**src/verilog/lcdovl_pkg.sv**
```systemverilog
// constants shared by both ends of the display-control register link
package lcdovl_pkg;
    // register offsets on the link
    localparam logic [15:0] OFF_CURSOR_SHAPE = 16'h8016;
    localparam logic [15:0] OFF_STEP_DIR     = 16'h8017;
    localparam logic [15:0] OFF_OVERLAY      = 16'h8018;
    localparam logic [15:0] OFF_GLYPH_LO     = 16'h8019;
    localparam logic [15:0] OFF_GLYPH_HI     = 16'h801A;
    localparam logic [15:0] OFF_FINE_SCROLL  = 16'h801B;
    // reset values
    localparam logic [7:0]  RST_BYTE         = 8'h00;
    // field positions
    localparam int          POS_SHAPE        = 7;
    localparam int          POS_THREE_LAYER  = 4;
    localparam int          POS_BLK3_GFX     = 3;
    localparam int          POS_BLK1_GFX     = 2;
    // indirect opcodes
    localparam logic [7:0]  OPC_STEP_RIGHT   = 8'h4C;
    localparam logic [7:0]  OPC_STEP_DOWN    = 8'h4F;
    // controller-side register offsets
    localparam logic [3:0]  CR_ADDR          = 4'h0;
    localparam logic [3:0]  CR_WDATA         = 4'h1;
    localparam logic [3:0]  CR_CTRL          = 4'h2;
    localparam logic [3:0]  CR_STATUS        = 4'h3;
    localparam logic [3:0]  CR_RDATA         = 4'h4;
    // control register bits
    localparam int          CTL_GO           = 0;
    localparam int          CTL_READ         = 1;
    localparam int          CTL_OPCODE       = 2;

    typedef enum logic [1:0] { STEP_RIGHT, STEP_LEFT, STEP_UP, STEP_DOWN } lcdovl_step_t;
    typedef enum logic [1:0] { MIX_OR, MIX_XOR, MIX_AND, MIX_RSVD } lcdovl_mix_t;
endpackage

```
**src/verilog/lcdovl_if.sv**
```systemverilog
// register link between controller and display register bank
`timescale 1ns/1ps
interface lcdovl_if;
    logic        wr;
    logic        rd;
    logic        op;
    logic [15:0] addr;
    logic [7:0]  wdata;
    logic [7:0]  rdata;
    modport dev  (input wr, rd, op, addr, wdata, output rdata);
    modport host (output wr, rd, op, addr, wdata, input rdata);
endinterface

```
**src/verilog/lcdovl_mixer.sv**
```systemverilog
// per-pixel layer composition with fixed reserved-code fallback
`timescale 1ns/1ps
module lcdovl_mixer
(
    input  wire logic [1:0] i_mix,
    input  wire logic       i_l1,
    input  wire logic       i_l2,
    input  wire logic       i_l3,
    output logic            o_pix
);
    always_comb
    begin
        unique case (lcdovl_pkg::lcdovl_mix_t'(i_mix))
            lcdovl_pkg::MIX_XOR: o_pix = (i_l1 ^ i_l2) | i_l3;
            lcdovl_pkg::MIX_AND: o_pix = (i_l1 & i_l2) | i_l3;
            // reserved code falls back to or to stay deterministic
            default:             o_pix = i_l1 | i_l2 | i_l3;
        endcase
    end
endmodule

```
**src/verilog/lcdovl_dev.sv**
```systemverilog
// display-control register bank: cursor, step, overlay, glyph base, fine scroll
`timescale 1ns/1ps
module lcdovl_dev
(
    // clock and reset
    input  wire logic        i_clock,
    input  wire logic        i_srst,
    // register link
    lcdovl_if.dev            bus,
    // display memory access and geometry
    input  wire logic        i_mem_access,
    input  wire logic        i_addr_load,
    input  wire logic [15:0] i_addr_value,
    input  wire logic [15:0] i_pitch,
    output logic      [15:0] o_access_addr,
    // glyph lookup
    input  wire logic [7:0]  i_char_code,
    input  wire logic [3:0]  i_char_height_m1,
    output logic      [15:0] o_glyph_addr,
    // layer pixels in, composed pixel out
    input  wire logic        i_blk1_pix,
    input  wire logic        i_blk2_pix,
    input  wire logic        i_blk3_pix,
    input  wire logic        i_blk4_pix,
    input  wire logic        i_blk1_text_pix,
    input  wire logic        i_blk3_text_pix,
    output logic             o_pixel,
    // decoded state
    output logic             o_block_cursor,
    output logic      [3:0]  o_cursor_lines_m1,
    output logic             o_blk1_graphics,
    output logic             o_blk3_graphics,
    output logic             o_three_layers,
    output logic      [2:0]  o_fine_scroll
);
    logic [7:0]  shape_reg;
    logic [1:0]  dir_reg;
    logic [7:0]  ovl_reg;
    logic [15:0] glyph_base_reg;
    logic [2:0]  scroll_reg;
    logic [15:0] addr_reg;
    logic [15:0] glyph_next;
    logic [7:0]  rdata_next;
    logic        l1;
    logic        l2;
    logic        l3;
    logic        mix_pix;

    function automatic logic hit(input logic [15:0] a, input logic [15:0] off);
        hit = (a == off);
    endfunction

    // cursor shape register
    always_ff @(posedge i_clock)
    begin
        if (i_srst)
            shape_reg <= lcdovl_pkg::RST_BYTE;
        else if (bus.wr && hit(bus.addr, lcdovl_pkg::OFF_CURSOR_SHAPE))
            shape_reg <= bus.wdata & 8'h8F;
    end

    // step direction: register write or indirect opcode 4C-4F
    always_ff @(posedge i_clock)
    begin
        if (i_srst)
            dir_reg <= lcdovl_pkg::STEP_RIGHT;
        else if (bus.op && bus.wdata >= lcdovl_pkg::OPC_STEP_RIGHT
                 && bus.wdata <= lcdovl_pkg::OPC_STEP_DOWN)
            dir_reg <= bus.wdata[1:0];
        else if (bus.wr && hit(bus.addr, lcdovl_pkg::OFF_STEP_DIR))
            dir_reg <= bus.wdata[1:0];
    end

    // overlay register
    always_ff @(posedge i_clock)
    begin
        if (i_srst)
            ovl_reg <= lcdovl_pkg::RST_BYTE;
        else if (bus.wr && hit(bus.addr, lcdovl_pkg::OFF_OVERLAY))
            ovl_reg <= bus.wdata & 8'h1F;
    end

    // glyph ram base, two bytes
    always_ff @(posedge i_clock)
    begin
        if (i_srst)
            glyph_base_reg <= 16'h0000;
        else if (bus.wr && hit(bus.addr, lcdovl_pkg::OFF_GLYPH_LO))
            glyph_base_reg[7:0] <= bus.wdata;
        else if (bus.wr && hit(bus.addr, lcdovl_pkg::OFF_GLYPH_HI))
            glyph_base_reg[15:8] <= bus.wdata;
    end

    // fine scroll
    always_ff @(posedge i_clock)
    begin
        if (i_srst)
            scroll_reg <= 3'h0;
        else if (bus.wr && hit(bus.addr, lcdovl_pkg::OFF_FINE_SCROLL))
            scroll_reg <= bus.wdata[2:0];
    end

    // memory access address; steps are raw address units, so 9-pixel glyphs need presetting
    always_ff @(posedge i_clock)
    begin
        if (i_srst)
            addr_reg <= 16'h0000;
        else if (i_addr_load)
            addr_reg <= i_addr_value;
        else if (i_mem_access)
        begin
            unique case (lcdovl_pkg::lcdovl_step_t'(dir_reg))
                lcdovl_pkg::STEP_RIGHT: addr_reg <= addr_reg + 16'h0001;
                lcdovl_pkg::STEP_LEFT:  addr_reg <= addr_reg - 16'h0001;
                lcdovl_pkg::STEP_UP:    addr_reg <= addr_reg - i_pitch;
                lcdovl_pkg::STEP_DOWN:  addr_reg <= addr_reg + i_pitch;
            endcase
        end
    end

    // glyph start: code times height plus base
    assign glyph_next = 16'({8'h00, i_char_code} * {12'h000, i_char_height_m1}
                            + {8'h00, i_char_code}) + glyph_base_reg;

    always_ff @(posedge i_clock)
    begin
        if (i_srst)
            o_glyph_addr <= 16'h0000;
        else
            o_glyph_addr <= glyph_next;
    end

    // layer assembly: blocks 2 and 4 graphics only, text first layer drops the third
    assign l1 = (ovl_reg[lcdovl_pkg::POS_BLK1_GFX] ? i_blk1_pix : i_blk1_text_pix)
              | (ovl_reg[lcdovl_pkg::POS_BLK3_GFX] ? i_blk3_pix : i_blk3_text_pix);
    assign l2 = i_blk2_pix;
    assign l3 = ovl_reg[lcdovl_pkg::POS_THREE_LAYER] && ovl_reg[lcdovl_pkg::POS_BLK1_GFX]
              && i_blk4_pix;

    // one method for the whole layer, not per block
    lcdovl_mixer u_mix
    (
        .i_mix (ovl_reg[1:0]),
        .i_l1  (l1),
        .i_l2  (l2),
        .i_l3  (l3),
        .o_pix (mix_pix)
    );

    always_ff @(posedge i_clock)
    begin
        if (i_srst)
            o_pixel <= 1'b0;
        else
            o_pixel <= mix_pix;
    end

    // read back
    always_comb
    begin
        unique case (bus.addr)
            lcdovl_pkg::OFF_CURSOR_SHAPE: rdata_next = shape_reg;
            lcdovl_pkg::OFF_STEP_DIR:     rdata_next = {6'h00, dir_reg};
            lcdovl_pkg::OFF_OVERLAY:      rdata_next = ovl_reg;
            lcdovl_pkg::OFF_GLYPH_LO:     rdata_next = glyph_base_reg[7:0];
            lcdovl_pkg::OFF_GLYPH_HI:     rdata_next = glyph_base_reg[15:8];
            lcdovl_pkg::OFF_FINE_SCROLL:  rdata_next = {5'h00, scroll_reg};
            default:                      rdata_next = 8'h00;
        endcase
    end

    always_ff @(posedge i_clock)
    begin
        if (i_srst)
            bus.rdata <= 8'h00;
        else if (bus.rd)
            bus.rdata <= rdata_next;
    end

    assign o_access_addr     = addr_reg;
    assign o_block_cursor    = shape_reg[lcdovl_pkg::POS_SHAPE];
    assign o_cursor_lines_m1 = shape_reg[3:0];
    assign o_blk1_graphics   = ovl_reg[lcdovl_pkg::POS_BLK1_GFX];
    assign o_blk3_graphics   = ovl_reg[lcdovl_pkg::POS_BLK3_GFX];
    assign o_three_layers    = ovl_reg[lcdovl_pkg::POS_THREE_LAYER];
    // scroll is a single value for the composed output, never per layer
    assign o_fine_scroll     = scroll_reg;
endmodule

```
**src/flat_wrapper.sv**
```systemverilog
// flat-port wrapper written by rule: the top's interface ports become plain ports
module lcdovl_dev_flat 
  (i_clock, i_srst, i_mem_access, i_addr_load, i_addr_value, i_pitch, o_access_addr, i_char_code, i_char_height_m1, o_glyph_addr, i_blk1_pix, i_blk2_pix, i_blk3_pix, i_blk4_pix, i_blk1_text_pix, i_blk3_text_pix, o_pixel, o_block_cursor, o_cursor_lines_m1, o_blk1_graphics, o_blk3_graphics, o_three_layers, o_fine_scroll, bus_wr, bus_rd, bus_op, bus_addr, bus_wdata, bus_rdata);
  lcdovl_if bus_i ();
  input  wire logic i_clock;
  input  wire logic i_srst;
  input  wire logic i_mem_access;
  input  wire logic i_addr_load;
  input  wire logic [15:0] i_addr_value;
  input  wire logic [15:0] i_pitch;
  output logic      [15:0] o_access_addr;
  input  wire logic [7:0] i_char_code;
  input  wire logic [3:0] i_char_height_m1;
  output logic      [15:0] o_glyph_addr;
  input  wire logic i_blk1_pix;
  input  wire logic i_blk2_pix;
  input  wire logic i_blk3_pix;
  input  wire logic i_blk4_pix;
  input  wire logic i_blk1_text_pix;
  input  wire logic i_blk3_text_pix;
  output logic o_pixel;
  output logic o_block_cursor;
  output logic      [3:0] o_cursor_lines_m1;
  output logic o_blk1_graphics;
  output logic o_blk3_graphics;
  output logic o_three_layers;
  output logic      [2:0] o_fine_scroll;
  input wire logic [$bits(bus_i.wr)-1:0] bus_wr;
  input wire logic [$bits(bus_i.rd)-1:0] bus_rd;
  input wire logic [$bits(bus_i.op)-1:0] bus_op;
  input wire logic [$bits(bus_i.addr)-1:0] bus_addr;
  input wire logic [$bits(bus_i.wdata)-1:0] bus_wdata;
  output wire logic [$bits(bus_i.rdata)-1:0] bus_rdata;
  assign bus_i.wr = bus_wr;
  assign bus_i.rd = bus_rd;
  assign bus_i.op = bus_op;
  assign bus_i.addr = bus_addr;
  assign bus_i.wdata = bus_wdata;
  assign bus_rdata = bus_i.rdata;
  lcdovl_dev u_core (.i_clock(i_clock), .i_srst(i_srst), .bus(bus_i), .i_mem_access(i_mem_access), .i_addr_load(i_addr_load), .i_addr_value(i_addr_value), .i_pitch(i_pitch), .o_access_addr(o_access_addr), .i_char_code(i_char_code), .i_char_height_m1(i_char_height_m1), .o_glyph_addr(o_glyph_addr), .i_blk1_pix(i_blk1_pix), .i_blk2_pix(i_blk2_pix), .i_blk3_pix(i_blk3_pix), .i_blk4_pix(i_blk4_pix), .i_blk1_text_pix(i_blk1_text_pix), .i_blk3_text_pix(i_blk3_text_pix), .o_pixel(o_pixel), .o_block_cursor(o_block_cursor), .o_cursor_lines_m1(o_cursor_lines_m1), .o_blk1_graphics(o_blk1_graphics), .o_blk3_graphics(o_blk3_graphics), .o_three_layers(o_three_layers), .o_fine_scroll(o_fine_scroll));
endmodule
```
**config.mk**
```make
export PLATFORM = sky130hd
export DESIGN_NAME = lcdovl_dev_flat
export DESIGN_NICKNAME = d
export VERILOG_FILES = /design/src/verilog/lcdovl_pkg.sv /design/src/verilog/lcdovl_if.sv /design/src/verilog/lcdovl_mixer.sv /design/src/verilog/lcdovl_dev.sv /design/src/flat_wrapper.sv
export SDC_FILE = /design/constraint.sdc
export NUM_CORES = 1
export LEC_CHECK = 0
export ABC_AREA = 1
export ABC_CLOCK_PERIOD_IN_PS = 6650
export BUFFER_PORTS_ARGS = -buffer_cell sky130_fd_sc_hd__buf_4
export CAP_MARGIN = 20
export CORE_MARGIN = 8
export CORE_UTILIZATION = 35
export CTS_CLUSTER_DIAMETER = 50
export DETAILED_ROUTE_END_ITERATION = 6
export PLACE_DENSITY = 0.53
export SLEW_MARGIN = 40
export SYNTH_ARGS = -nofsm -noshare
export SYNTH_HDL_FRONTEND = slang
export SYNTH_SLANG_ARGS = --single-unit
```
**constraint.sdc**
```tcl
create_clock -name i_clock -period 6.65 [get_ports i_clock]
set_input_delay 1.33 -clock i_clock [delete_from_list [all_inputs] [get_ports i_clock]]
set_output_delay 1.33 -clock i_clock [all_outputs]
set_load 0.05 [all_outputs]
```
==> flow_metrics.py <==
metrics = {
    "global_routing": {
        "grt_max_degree": 52,
        "grt_pass1_vias": 6137,
        "grt_pass1_wl_um": 30000,
        "antenna_found_initial": 0,
        "track_usage": 0.164,
        "gr-total-overflow": 0,
    },
    "clocking": {
        "cts_tree": "built",
        "clockBufferDepth": 2,
        "cts.hold.buffers_added": 0,
        "cts_root_buf": "clkbuf_16",
        "cts_buffers": 9,
        "cts_setup_buffers": 0,
        "cts.sinks": 72,
        "clock_latency_ns": 0.35,
        "htreeDepth": 3,
        "clk_pin_slew_ns": 0.06,
        "cts_resized": 0,
    },
    "min_path": {
        "min_path_type": "flop to flop",
        "hold_depth": 2,
    },
    "critical_path": {
        "rr_worst_depth": 16,
        "criticalPathCategory": "input port to flop",
        "max_stage_delay_ns": 0.53,
        "cp-end-kind": "flop",
        "crit_start": "i_char_height_m1[3]",
        "crit_slowest_cell": "fa_1",
        "crit_chain": "buf_4 > nand2_1 > fa_1 > inv_1 > fa_1 > inv_1 > fa_1 > inv_1 > ha_1 > nand2_1 > o21ai_0 > a21oi_1 > o21ai_0 > xor2_1 > inv_1 > ha_1 > nand2_1 > o21ai_0 > nand2_1 > o211ai_1 > nand2_1 > nand2_1 > nor2_1",
        "r2r_end": "u_core.o_access_addr[15]",
        "crit_end": "u_core.o_glyph_addr[15]",
        "arrival_ns": 5.62,
        "crit_top_cell": "nand2_1",
        "crit_fanout": 8,
        "reg2reg_from": "u_core.dir_reg[1]",
        "cp.required_ns": 6.89,
        "r2r_slack_ns": 3.48,
        "start_kind": "input port",
    },
    "sta": {
        "relSlewSlack": 0.461,
        "rsz0062_at_grt": "false",
        "fin_crit_ns": 5.38,
        "skew_ns": 0.00860,
        "setup_viol": 0,
        "post-route-period-util": 0.808,
        "final-hold-violation-count": 0,
        "fin_tns_setup_ns": 0,
        "slew_violations": 0,
        "fmax_mhz": 186,
        "tightestPinTransition_ns": 0.806,
        "whs_ns": 0.467,
    },
    "drt": {
        "viasPerCell": 4.75,
        "firstDrtPassIters": 6,
        "wl_per_cell_um": 13.9,
        "finalWirelength_um": 18500,
        "drt_iter0_drc": 294,
        "drtAntennaViolNets": 0,
        "drcViolationCount": 0,
        "vias": 6319,
    },
    "power_and_ir_drop": {
        "p_int_uw": 953,
        "power_frac_comb": 0.421,
        "p_sw_frac": 0.409,
        "max-vdd-ir-drop_v": 0.000117,
        "p_sw_uw": 659,
        "p_leak_nw": 4.12,
        "p_per_area_nw_per_um2": 207,
        "seq_power_share": 0.295,
        "pwr-share-clk": 0.284,
    },
    "synth": {
        "yosysUniqueCellTypes": 45,
        "synthCells": 976,
        "synth_edf_count": 0,
        "synth-warning-count": 0,
        "yosysTopAreaCell": "dfxtp_1",
        "ys.flop_type": "dfxtp_1",
        "ys_seq_elements": 72,
        "async_flop_share": 0,
        "avgSynthCellArea_sq_um": 6.48,
        "synthTopCellsByArea": "dfxtp_1 23%, nand2_1 15%, ha_1 11%, inv_1 9.5%, a21oi_1 7.7%",
        "syn-cell-area_sq_um": 6320,
        "seq_area_frac_synth": 0.228,
        "syn_nets": 1134,
        "synth.top_cell.area_share": 0.228,
    },
    "outcome": {
        "status": "complete, no violations",
    },
    "floorplanning": {
        "die_h_um": 150,
        "ios": 133,
        "die_w_um": 150,
        "start_util": 0.354,
        "core_area_sq_um": 17800,
        "fp-row-count": 49,
        "dieArea_sq_um": 22600,
    },
    "run": {
        "maxCapViolCount": 0,
    },
    "placed_design": {
        "place.port_buffers": 132,
        "placed_cells": 1315,
        "gp_congestion": 0.857,
        "dpl.hpwl_um": 15200,
    },
    "layout": {
        "final_cell_count_no_fill": 1330,
        "nets": 1255,
        "final_layout_size_suffix_gt1_frac": 0.152,
        "area_delta_synth_final_pct": 23.1,
        "antenna_cells": 0,
    },
}
## critical path, delay by kind of cell
| family | cells | cell delay, ns |
|---|---|---|
| AOI/OAI and AO/OA | 5 | 0.94 |
| adders and majority gates | 5 | 2.26 |
| and+or+nand+nor | 7 | 0.57 |
| xor gates and xnor gates | 1 | 0.16 |
| buffers and inverters | 5 | 0.36 |
## layout make-up
type | instances | area, sq um
clock buffers | 9 | 225
clock inverters | 6 | 45.0
fillers | 1897 | 10100
inverters | 166 | 624
multi-input cells | 716 | 4170
flip-flops and latches | 72 | 1440
well taps | 229 | 287
repair buffers | 132 | 991
## cell usage in the layout, fill, tap and decap left out, types with 2 or more instances in the layout
master	count
nor2_2	3
nor2_1	79
clkbuf_16	9
inv_1	160
a21o_1	2
nor3_1	5
o21bai_1	5
a22oi_1	10
a31oi_1	7
nand3_1	71
o21a_1	4
a21oi_1	97
and2_1	4
nand4_1	7
o21ai_0	34
or2_2	2
fa_1	21
clkinvlp_4	3
dfxtp_1	72
o21ai_1	2
ha_1	56
mux2i_1	2
clkinv_2	2
xor2_1	15
buf_4	132
inv_2	4
nand2_2	3
nand2_1	257
nor2_4	2
xnor2_1	9
nand3b_1	7
## logic make-up (layout without fill, tap and decap cells)
kind of cell,after synthesis,in the layout,share of synthesized area
flops,72,72,0.228
buf+inv,188,313,0.113
compound gates,166,166,0.144
fa+ha+maj,77,77,0.177
simple gates,447,447,0.302
xor+xnor,24,24,0.0333
mux,2,2,0.00317
## per-stage QoR
step	utilization	power [mW]	instance area, sq um	setup slack, ns
after floorplan	-	0.970	6320	1.18
after global placement	0.421	1.17	7510	1.02
after detailed placement	0.421	1.16	7510	0.952
after CTS	0.436	1.63	7780	1.29
after global routing	0.436	1.72	7780	0.870
final	0.436	1.61	7780	1.27
## cells in the mapped netlist, types with 2 or more instances
cell / number
nand4_1: 7
inv_2: 4
nand3b_1: 7
and2_1: 4
mux2i_1: 2
nand2_2: 3
nor3_1: 5
a22oi_1: 10
o21ai_0: 34
buf_2: 3
nand2_1: 257
xor2_1: 15
ha_1: 56
nand3_1: 71
inv_1: 160
fa_1: 21
nor2_4: 2
xnor2_1: 9
a21o_1: 2
nor2_1: 81
a31oi_1: 7
o21ai_1: 2
a21oi_1: 97
dfxtp_1: 72
or2_2: 2
o21bai_1: 5
clkbuf_1: 17
o21a_1: 4
## power groups by stage
stage,registers [mW],clock network (mW),logic (mW)
detailed placement,0.486,0,0.678
CTS,0.477,0.472,0.682
floorplan,0.585,0,0.385
finish,0.476,0.458,0.678
global placement,0.486,0,0.682
global route,0.480,0.485,0.758
## worst min path at each step
stage                                  start                  endpoint  slack [ns]
floorplan           u_core.glyph_base_reg[5]  u_core.glyph_base_reg[5]        0.44
global placement         u_core.bus.rdata[5]       u_core.bus.rdata[5]        0.46
detailed placement       u_core.bus.rdata[2]       u_core.bus.rdata[2]        0.46
CTS                      u_core.bus.rdata[2]       u_core.bus.rdata[2]        0.47
global route             u_core.bus.rdata[3]       u_core.bus.rdata[3]        0.49
finish                   u_core.bus.rdata[7]       u_core.bus.rdata[7]        0.47
## layer usage
metal	GRT usage	wire length, um	share of wire
met5	0	0	0
met4	0.0520	289	0.016
met2	0.277	8630	0.47
met1	0.206	8580	0.46
met3	0.0328	970	0.053
Note: power is estimated with default switching activity, not from simulation.
